### config.mk
export PLATFORM = sky130hd
export DESIGN_NAME = arf_result_fifo
export DESIGN_NICKNAME = d
export VERILOG_FILES = /design/src/arf_pkg.sv /design/src/arf_result_fifo.sv
export SDC_FILE = /design/constraint.sdc
export NUM_CORES = 1
export LEC_CHECK = 0
export ABC_AREA = 1
export BUFFER_PORTS_ARGS = -buffer_cell sky130_fd_sc_hd__buf_2
export CAP_MARGIN = 30
export CORE_ASPECT_RATIO = 1.2
export CORE_MARGIN = 3
export CORE_UTILIZATION = 33
export DETAILED_ROUTE_END_ITERATION = 7
export REMOVE_ABC_BUFFERS = 1
export SLEW_MARGIN = 20
export SYNTH_ARGS = -nofsm -noshare
export SYNTH_HDL_FRONTEND = slang
export SYNTH_SLANG_ARGS = --single-unit
export TNS_END_PERCENT = 1
### constraint.sdc
create_clock -name clk_in -period 11.5 [get_ports clk_in]
set_input_delay 0.575 -clock clk_in [delete_from_list [all_inputs] [get_ports clk_in]]
set_output_delay 0.575 -clock clk_in [all_outputs]
set_load 0.03 [all_outputs]
### src/arf_pkg.sv
// package for the converter result buffer and host port
// assumes a single 40 MHz clock domain and a 12-bit parallel host bus
package arf_pkg;
    localparam int DATA_W = 12;
    localparam int REG_W = 10;
    localparam int DEPTH = 16;
    localparam int PTR_W = 4;
    // register address codes on the two top data lines
    localparam logic [1:0] ADDR_SETUP = 2'h0;
    localparam logic [1:0] ADDR_PORT = 2'h1;
    // converter_setup fields
    localparam int TEST_HI = 9;
    localparam int TEST_LO = 8;
    localparam int SCAN_BIT = 7;
    localparam int DIFF_HI = 6;
    localparam int DIFF_LO = 5;
    localparam int PICK_HI = 4;
    localparam int PICK_LO = 3;
    localparam int PD_BIT = 2;
    // buffer_and_port_setup fields
    localparam int READBACK_BIT = 9;
    localparam int CODING_BIT = 7;
    localparam int THR_HI = 3;
    localparam int THR_LO = 2;
    localparam int BUF_RST_BIT = 1;
    localparam int DEV_RST_BIT = 0;
    localparam logic [REG_W-1:0] SETUP_RESET = 10'h020;
    localparam logic [REG_W-1:0] PORT_RESET = 10'h000;
    // threshold counts for one input
    localparam logic [4:0] THR_CNT_0 = 5'h01;
    localparam logic [4:0] THR_CNT_1 = 5'h04;
    localparam logic [4:0] THR_CNT_2 = 5'h08;
    localparam logic [4:0] THR_CNT_3 = 5'h0E;
    localparam logic [DATA_W-1:0] MSB_FLIP = 12'h800;
endpackage : arf_pkg

### src/arf_result_fifo.sv
// result buffer, block-ready pulse and parallel host port of the converter
// assumes results arrive as offset-binary words with channel index, synchronous to clk_in;
// host pins pass two flops first, so a read strobe must stay low for at least 3 clocks
`timescale 1ns/1ps
`default_nettype none
module arf_result_fifo
    import arf_pkg::*;
#(
    parameter int NUM_CH = 4
) (
    input wire logic clk_in,
    input wire logic rst_n_in,
    input wire logic [arf_pkg::DATA_W-1:0] res_data_in,
    input wire logic [1:0] res_chan_in,
    input wire logic res_valid_in,
    output logic res_ready_out,
    input wire logic chip_select_low_active_n_in,
    input wire logic chip_select_high_active_in,
    input wire logic rd_n_in,
    input wire logic wr_n_in,
    input wire logic [arf_pkg::DATA_W-1:0] data_in,
    output logic [arf_pkg::DATA_W-1:0] data_out,
    output logic data_oe_n_out,
    output logic block_ready_n_out,
    output logic [arf_pkg::REG_W-1:0] converter_setup_out,
    output logic power_down_out,
    output logic overflow_out
);
    import arf_pkg::*;

    // ------------------------------------------------------------
    // pin synchronisers
    // ------------------------------------------------------------
    logic [15:0] sync1_ff, sync2_ff, nxt_sync1, nxt_sync2;
    logic rd_q_ff, wr_q_ff, nxt_rd_q, nxt_wr_q;
    logic rd_act, wr_act, rd_evt, wr_evt;
    logic [DATA_W-1:0] pin_data;

    always_comb begin
        nxt_sync1 = {chip_select_low_active_n_in, chip_select_high_active_in,
                     rd_n_in, wr_n_in, data_in};
        nxt_sync2 = sync1_ff;
        pin_data = sync2_ff[DATA_W-1:0];
        rd_act = !sync2_ff[15] && sync2_ff[14] && !sync2_ff[13];
        wr_act = !sync2_ff[15] && sync2_ff[14] && !sync2_ff[12];
        nxt_rd_q = rd_act;
        nxt_wr_q = wr_act;
        rd_evt = rd_act && !rd_q_ff;
        wr_evt = wr_act && !wr_q_ff;
    end

    always_ff @(posedge clk_in or negedge rst_n_in) begin
        if (!rst_n_in) begin
            sync1_ff <= 16'h0000;
            sync2_ff <= 16'h0000;
            rd_q_ff <= 1'b0;
            wr_q_ff <= 1'b0;
        end else begin
            sync1_ff <= nxt_sync1;
            sync2_ff <= nxt_sync2;
            rd_q_ff <= nxt_rd_q;
            wr_q_ff <= nxt_wr_q;
        end
    end

    // ------------------------------------------------------------
    // control registers
    // ------------------------------------------------------------
    logic [REG_W-1:0] setup_ff, port_ff, nxt_setup, nxt_port;
    logic buf_clear;

    always_comb begin
        nxt_setup = setup_ff;
        nxt_port = port_ff;
        buf_clear = 1'b0;
        if (wr_evt) begin
            unique case (pin_data[11:10])
                ADDR_SETUP: nxt_setup = pin_data[REG_W-1:0];
                ADDR_PORT: nxt_port = pin_data[REG_W-1:0];
                default: ;
            endcase
        end
        // reset and buffer-reset bits act once and clear themselves
        if (port_ff[DEV_RST_BIT]) begin
            nxt_setup = SETUP_RESET;
            nxt_port = PORT_RESET;
            buf_clear = 1'b1;
        end else if (port_ff[BUF_RST_BIT]) begin
            nxt_port[BUF_RST_BIT] = 1'b0;
            buf_clear = 1'b1;
        end
    end

    always_ff @(posedge clk_in or negedge rst_n_in) begin
        if (!rst_n_in) begin
            setup_ff <= SETUP_RESET;
            port_ff <= PORT_RESET;
        end else begin
            setup_ff <= nxt_setup;
            port_ff <= nxt_port;
        end
    end

    // ------------------------------------------------------------
    // threshold selection
    // ------------------------------------------------------------
    logic [2:0] n_en;
    logic [4:0] thr_base, thr_cnt;
    logic test_on;

    always_comb begin
        test_on = setup_ff[TEST_HI] || setup_ff[TEST_LO];
        // enabled inputs: one without scan, else picks+1 (differential count ignored)
        n_en = setup_ff[SCAN_BIT] ? {1'b0, setup_ff[PICK_HI:PICK_LO]} + 3'h1 : 3'h1;
        if (n_en > 3'(NUM_CH))
            n_en = 3'(NUM_CH);
        unique case (port_ff[THR_HI:THR_LO])
            2'h0: thr_base = THR_CNT_0;
            2'h1: thr_base = THR_CNT_1;
            2'h2: thr_base = THR_CNT_2;
            default: thr_base = THR_CNT_3;
        endcase
        // level 0 means one full scan; larger levels round down to whole scans
        if (port_ff[THR_HI:THR_LO] == 2'h0)
            thr_cnt = {2'h0, n_en};
        else
            thr_cnt = thr_base - (thr_base % {2'h0, n_en});
        if (thr_cnt == 5'h00)
            thr_cnt = {2'h0, n_en};
    end

    // ------------------------------------------------------------
    // two-entry input buffer
    // ------------------------------------------------------------
    logic [DATA_W+1:0] skid_ff [2];
    logic [DATA_W+1:0] nxt_skid [2];
    logic [1:0] skid_cnt_ff, nxt_skid_cnt;
    logic fifo_full, push;

    // both entries full stalls the converter side; a word offered while stalled is refused and sets the overflow flag
    always_comb begin
        nxt_skid = skid_ff;
        nxt_skid_cnt = skid_cnt_ff;
        push = (skid_cnt_ff != 2'h0) && !fifo_full;
        if (push) begin
            nxt_skid[0] = skid_ff[1];
            nxt_skid_cnt = nxt_skid_cnt - 2'h1;
        end
        if (res_valid_in && res_ready_out) begin
            nxt_skid[nxt_skid_cnt[0]] = {res_chan_in, res_data_in};
            nxt_skid_cnt = nxt_skid_cnt + 2'h1;
        end
        if (buf_clear)
            nxt_skid_cnt = 2'h0;
    end

    // ------------------------------------------------------------
    // circular buffer and pointers
    // ------------------------------------------------------------
    logic [DATA_W-1:0] mem_ff [DEPTH];
    logic [PTR_W-1:0] wr_ptr_ff, rd_ptr_ff, thr_ptr_ff;
    logic [PTR_W-1:0] nxt_wr_ptr, nxt_rd_ptr, nxt_thr_ptr;
    logic [PTR_W:0] used_ff, nxt_used;
    logic [4:0] new_cnt_ff, nxt_new_cnt;
    logic aligned_ff, nxt_aligned, ovf_ff, nxt_ovf, pulse, pop;
    logic [DATA_W-1:0] coded, nxt_dout;
    logic started_ff, nxt_started;

    always_comb begin
        fifo_full = (used_ff == 5'(DEPTH));
        pop = rd_evt && (used_ff != 5'h00);
        coded = skid_ff[0][DATA_W-1:0];
        if (port_ff[CODING_BIT])
            coded = coded ^ MSB_FLIP;
        // binary coding passes the word as is
        nxt_wr_ptr = wr_ptr_ff;
        nxt_rd_ptr = rd_ptr_ff;
        nxt_thr_ptr = thr_ptr_ff;
        nxt_used = used_ff;
        nxt_new_cnt = new_cnt_ff;
        nxt_aligned = aligned_ff;
        nxt_started = started_ff;
        nxt_ovf = ovf_ff;
        pulse = 1'b0;
        if (push) begin
            nxt_wr_ptr = started_ff ? wr_ptr_ff + 4'h1 : wr_ptr_ff;
            nxt_started = 1'b1;
            if (skid_ff[0][DATA_W+1:DATA_W] == 2'h0)
                nxt_aligned = 1'b1;
            if (nxt_aligned || skid_ff[0][DATA_W+1:DATA_W] == 2'h0) begin
                nxt_new_cnt = new_cnt_ff + 5'h01;
                if (nxt_new_cnt >= thr_cnt) begin
                    nxt_new_cnt = 5'h00;
                    nxt_thr_ptr = nxt_wr_ptr;
                    pulse = !test_on;
                end
            end
        end
        if (push && !pop)
            nxt_used = used_ff + 5'h01;
        else if (pop && !push)
            nxt_used = used_ff - 5'h01;
        if (pop)
            nxt_rd_ptr = rd_ptr_ff + 4'h1;
        if (res_valid_in && !res_ready_out)
            nxt_ovf = 1'b1;
        nxt_dout = mem_ff[rd_ptr_ff];
        if (sync2_ff[11:10] == 2'h3 && port_ff[READBACK_BIT])
            nxt_dout = {2'h0, setup_ff};
        if (buf_clear) begin
            nxt_wr_ptr = 4'h0;
            nxt_rd_ptr = 4'h0;
            nxt_thr_ptr = 4'h0;
            nxt_used = 5'h00;
            nxt_new_cnt = 5'h00;
            nxt_aligned = 1'b0;
            nxt_started = 1'b0;
            nxt_ovf = 1'b0;
        end
    end

    always_ff @(posedge clk_in or negedge rst_n_in) begin
        if (!rst_n_in) begin
            wr_ptr_ff <= 4'h0;
            rd_ptr_ff <= 4'h0;
            thr_ptr_ff <= 4'h0;
            used_ff <= 5'h00;
            new_cnt_ff <= 5'h00;
            aligned_ff <= 1'b0;
            started_ff <= 1'b0;
            ovf_ff <= 1'b0;
            skid_cnt_ff <= 2'h0;
            skid_ff[0] <= 14'h0000;
            skid_ff[1] <= 14'h0000;
            res_ready_out <= 1'b0;
            data_out <= 12'h000;
            data_oe_n_out <= 1'b1;
            block_ready_n_out <= 1'b1;
            converter_setup_out <= SETUP_RESET;
            power_down_out <= 1'b0;
            overflow_out <= 1'b0;
        end else begin
            wr_ptr_ff <= nxt_wr_ptr;
            rd_ptr_ff <= nxt_rd_ptr;
            thr_ptr_ff <= nxt_thr_ptr;
            used_ff <= nxt_used;
            new_cnt_ff <= nxt_new_cnt;
            aligned_ff <= nxt_aligned;
            started_ff <= nxt_started;
            ovf_ff <= nxt_ovf;
            skid_cnt_ff <= nxt_skid_cnt;
            skid_ff <= nxt_skid;
            res_ready_out <= (nxt_skid_cnt != 2'h2);
            // data is latched at the start of a read and held while it lasts
            if (rd_evt)
                data_out <= nxt_dout;
            data_oe_n_out <= !rd_act;
            block_ready_n_out <= !pulse;
            converter_setup_out <= setup_ff;
            power_down_out <= setup_ff[PD_BIT];
            overflow_out <= ovf_ff;
        end
    end

    // memory array has no reset; contents are valid only after a write
    always_ff @(posedge clk_in) begin
        if (push)
            mem_ff[nxt_wr_ptr] <= coded;
    end
endmodule : arf_result_fifo
`default_nettype wire

Yosys cells after proc, flatten, opt, wreduce, memory -nomap -nowiden
Memory sizes are Yosys's and may differ from the RTL's.
Index checks and enable logic that the tools add are counted.
- memories: 1
- bits in latches: 0
- bits in registers: 132
- word-level logic and storage cells: 145
- bits in writable memories: 192
- ROM bits: 0
- memories (name ; depth ; width ; read ports ; clocked after memory_dff ; write ports ; line ; RTL):
    mem_ff ; 16 ; 12 ; 1 ; 0 ; 1 ; arf_result_fifo.sv:160 ; logic [DATA_W-1:0] mem_ff [DEPTH];
- div/mod/pow operators: 1
- bitwise gates (word level): 2
- multiplexer cells: 51
- shift-type cells: 0
- add/sub/neg operators: 9
- equality and inequality tests: 6
- reduce and logical (&&, ||, !) cells: 47
- magnitude comparators: 4
- multiply operators: 0
- operator list (operator ; number):
    $mux W10 ; 5
    $mux W5 ; 9
    $bwmux W28 ; 1
    $mux W14 ; 2
    $mux W28 ; 1
    $mux W12 ; 2
    $mux W4 ; 5
    $mux W1 ; 18
    $reduce_bool A2 Y1 ; 8
    $demux W14 S1 ; 1
    $logic_and A1 B1 Y1 ; 13
    $logic_not A1 Y1 ; 12
    $pmux W4 S3 ; 1
    $add A5 B1 Y5 const B ; 2
    $reduce_bool A3 Y1 ; 3
    $add A4 B1 Y4 const B ; 2
    $mux W8 ; 1
    $reduce_and A2 Y1 ; 4
    $logic_not A2 Y1 ; 3
    $mux W2 ; 3
    $mux W3 ; 2
    $eq A5 B5 Y1 const B ; 1
    $ge A5 B5 Y1 ; 1
    $logic_not A5 Y1 ; 1
    other kinds (16) ; 19

Depth between registers and ports, before layout
- word-level depth: 14
- gate-level depth with buffers: 60

Worst setup path before layout
OpenSTA, ideal clock, no wires.
- kind: register to register
- start: register setup_ff[3]
- end: register new_cnt_ff[0]
- setup time: 0.083 ns
- data arrival time: 7.840 ns
- buffers on the path: 0
- required time: 11.417 ns
- setup slack: 3.577 ns
- cell stages (with the launch flop): 54
- path through: dfrtp_1 > ha_1 > o21ai_2 > inv_1 > ha_1 > or2_2 > nand3_1 > inv_1 > ha_1 > nand3_1 > nand2_1 > nand2_1 > and2_1 > ha_1 > a21oi_1 > nand2_1 > nor2_2 > inv_2 > [... 18 more ...] > fa_1 > nand2_1 > inv_1 > o21ai_0 > and2_0 > nand4_1 > nand3_2 > nand3_1 > nand2_1 > inv_1 > ha_1 > a21oi_1 > nor2_1 > o21ai_0 > nand2_1 > a21oi_1 > nand3_1 > o21ai_0
- longest elaborated chain between the ends: 14
- ends and longest elaborated chain (what ; line ; RTL):
    from (decl) ; arf_result_fifo.sv:69 ; logic [REG_W-1:0] setup_ff, port_ff, nxt_setup, nxt_port;
    from (signal assigned) ; arf_result_fifo.sv:99 ; setup_ff <= nxt_setup;
    $add A2 B1 Y3 (*) ; arf_result_fifo.sv:114 ; n_en = setup_ff[SCAN_BIT] ? {1'b0, setup_ff[PICK_HI:PICK_LO]} + 3'h1 : 3'h1;
    $mux W3 (*) ; arf_result_fifo.sv:114 ;
    $gt A3 B3 Y1 ; arf_result_fifo.sv:115 ; if (n_en > 3'(NUM_CH))
    $mux W3 (*) ; arf_result_fifo.sv:115 ;
    $mod A5 B3 Y5 ; arf_result_fifo.sv:127 ; thr_cnt = thr_base - (thr_base % {2'h0, n_en});
    $sub A5 B5 Y5 ; arf_result_fifo.sv:127 ;
    $mux W5 ; arf_result_fifo.sv:124 ; if (port_ff[THR_HI:THR_LO] == 2'h0)
    $logic_not A5 Y1 ; arf_result_fifo.sv:128 ; if (thr_cnt == 5'h00)
    $mux W5 (*) ; arf_result_fifo.sv:128 ;
    $ge A5 B5 Y1 (*) ; arf_result_fifo.sv:192 ; if (nxt_new_cnt >= thr_cnt) begin
    $mux W5 (*) ; arf_result_fifo.sv:192 ;
    $mux W5 (*) ; arf_result_fifo.sv:190 ; if (nxt_aligned || skid_ff[0][DATA_W+1:DATA_W] == 2'h0) begin
    $mux W5 (*) ; arf_result_fifo.sv:185 ; if (push) begin
    $mux W5 (*) ; arf_result_fifo.sv:210 ; if (buf_clear) begin
    to (signal assigned) ; arf_result_fifo.sv:247 ; new_cnt_ff <= nxt_new_cnt;
    to (decl) ; arf_result_fifo.sv:164 ; logic [4:0] new_cnt_ff, nxt_new_cnt;
Mark *: on every way between the ends. The rest lies on a longest branch, timed or not. The select of a mux whose other input is x is not followed.
A chain may end at the register's enable or synchronous reset.

Worst setup path after layout
- start: register setup_ff[3]
- end: register new_cnt_ff[1]
Same word-level chain as after synthesis.

==> summary.txt <==
Number of flops mapped to enable cells by yosys -> 192
Tightest Pin Transition -> 1.019 ns
RSZ-0062 raised after global routing -> false
PostCTS Resize Cnt -> 0
Hold Crit Class -> in2async
Initial Util -> 33.68%
Crit path max fanout -> 9
DRT iter0 DRCs -> 671
Post-DP HPWL -> 19470 microns
Longest Clk Path Bufs -> 3
Aggregate global-route resource usage -> 13.98%
Post-CTS setup buffers -> 0
Fin crit period -> 8.976 ns
Die Wd -> 190.8 microns
Largest net degree at the start of global routing -> 68
Clock sink count -> 319
# port buffers -> 59
Initial antenna violation count -> 0
Yosys reg bits -> 319
Num CTS Buffers -> 30
ANT nets after route -> 0
Cts hold-fix bufs -> 0
Worst rel slew slack -> 31.96%
CTS tree -> built
Drt pass-1 iters -> 5
Synth top area cells -> edfxtp_1 43%, dfrtp_1 23%, o21ai_0 5.7%
Core footprint -> 40140 sq um
Worst Path Arrival -> 9.43 ns
Yosys warnings -> 0
Via count -> 8927
WL/cell -> 16.90 microns
Vias per cell -> 4.900
Synth Instances -> 1212
Ant. Diodes -> 0
Final setup vio count -> 0
Synth Area per Inst -> 11.15 sq um
CP peak stage delay -> 0.43 ns
Vias in the first global route -> 8740
Worst setup path start -> setup_ff[3]
Layout Nets -> 1341
Cell repeated most along the worst path -> nand2_1
RR Startpoint -> setup_ff[3]
CP endpoint kind -> flop
DRC Markers -> 0
TNS Setup -> 0 ns
H-tree depth -> 1
Root cell of the clock tree -> clkbuf_16
Count of final hold-check violations -> 0
Final Skew -> 0.009777 ns
Worst Path Required -> 11.95 ns
Sequential share of the synthesized area -> 66.19%
Die height -> 227.7 microns
Synth Flop Type -> edfxtp_1
Fmax -> 111.4 MHz
Yosys top cell by area -> edfxtp_1
GRT overflow -> 0
Dominant cell by count in the synthesized netlist -> edfxtp_1
Netlist cell types -> 47
Share of the synthesized area in the top cell type -> 42.65%
Critical path launch point type -> flop
Tcrit/Tclk final -> 78.05%
Fin. max-slew vios -> 0
Routed Wire Length -> 30790 microns
Die Area -> 43440 sq um
Row count -> 80
Maxcap violations -> 0
CTS clock-pin slew for the worst setup and hold paths -> 0.06 ns
Ports -> 60
Cell area after synthesis -> 13520 sq um
Area Overhead vs Synth -> 13.95%
Commonest cells post-synth -> 192 x edfxtp_1, 190 x nor2_1, 153 x o21ai_0
Async SR Flop Fraction -> 39.81%
GPL Wtd Cong -> 0.8113
Clock insertion delay at the later pin of the skew report -> 0.54 ns
CP max stage cell -> dfrtp_1
Layout cells sized above 1 -> 14.20%
First-pass GRT wire length -> 48770 microns
Critical path class -> reg2reg
Status -> completed
==> layout make-up <==
| class | instances | area (sq um) |
|---|---|---|
| clock buffers | 36 | 794.5 |
| flip-flops and latches | 319 | 8950 |
| repair buffers | 72 | 402.9 |
| clock inverters | 19 | 180.2 |
| inverters | 99 | 371.6 |
| multi-input cells | 744 | 4039 |
| fillers | 3781 | 24730 |
| well taps | 533 | 666.9 |
==> critical path: cells and delay by family (launching register included) <==
kind | cells | cell delay (ns)
buf+inv | 10 | 0.77
fa+ha+maj | 9 | 2.55
simple gates | 23 | 2.60
compound gates | 14 | 2.53
flops | 1 | 0.43
==> sequential cells by signal, summed over array words and instances (netlist names), 2 cells and up, named ones only <==
name                 count
skid_ff                 14
rd_ptr_ff                4
data_out                12
converter_setup_out     10
setup_ff                10
wr_ptr_ff                4
nxt_sync2               16
skid_cnt_ff              2
new_cnt_ff               5
sync2_ff                16
used_ff                  5
port_ff                  6
mem_ff                 192
==> stage by stage <==
| stage | util, % | area [sq um] | hold slack, ns | setup WS, ns | cells |
|---|---|---|---|---|---|
| 2_1_floorplan | - | 13320 | 0.2794 | 3.572 | 1162 |
| 4_1_cts | 38.31 | 15380 | 0.02429 | 2.458 | 1820 |
| 3_5_place_dp | 35.89 | 14400 | 0.3379 | 2.492 | 1765 |
| 6_report | 38.38 | 15400 | 0.02111 | 2.524 | 1822 |
| 3_3_place_gp | 35.89 | 14400 | 0.3322 | 2.935 | 1765 |
| 5_1_grt | 38.38 | 15400 | 0.04621 | 1.487 | 1822 |
==> cells by family after synthesis <==
group	Yosys count	share of synthesized area [%]
mux	14	1.166
compound gates	276	11.36
fa+ha+maj	42	4.054
simple gates	400	12.24
buf+inv	149	4.211
flops	319	66.19
xor+xnor	12	0.7774
==> worst paths after layout <==
check / endpoint / slack [ns] / cells after the start
hold reg to reg: sync2_ff[6] / 0.35 / 0
setup reg to reg: new_cnt_ff[1] / 2.52 / 56
hold / removal: sync2_ff[6] / 0.02 / 1
setup / recovery: new_cnt_ff[1] / 2.52 / 56
max in group asynchronous: rd_ptr_ff[0] / 10.21 / 2
min in group clk_in: nxt_sync2[8] / 0.14 / 1
==> placed cells by master (no fill, tap or decap), types with 6 or more instances in the layout <==
| cell | Yosys | final |
|---|---|---|
| mux2_2 | 14 | 14 |
| nor2_1 | 190 | 178 |
| nand2_1 | 149 | 149 |
| ha_1 | 39 | 39 |
| a21oi_1 | 30 | 30 |
| nand3_1 | 28 | 28 |
| nor2_2 | 5 | 17 |
| nor3_1 | 7 | 7 |
| buf_2 | 5 | 58 |
| clkinv_2 | 0 | 6 |
| a31oi_1 | 17 | 17 |
| o21ai_0 | 153 | 153 |
| edfxtp_1 | 192 | 192 |
| dfrtp_1 | 123 | 122 |
| inv_2 | 7 | 9 |
| xor2_1 | 8 | 7 |
| inv_1 | 91 | 90 |
| clkbuf_16 | 0 | 31 |
| buf_4 | 1 | 12 |
| o22ai_1 | 52 | 52 |
==> metal layers <==
layer | wire (microns) | GRT usage (%)
met5 | 0 | 0
met4 | 864 | 4.496
met3 | 1359 | 1.413
met2 | 15250 | 23.91
met1 | 13310 | 18.68
Power is not shown: default switching activity piles up to over one toggle a cycle in this logic, so the estimate is an artifact.
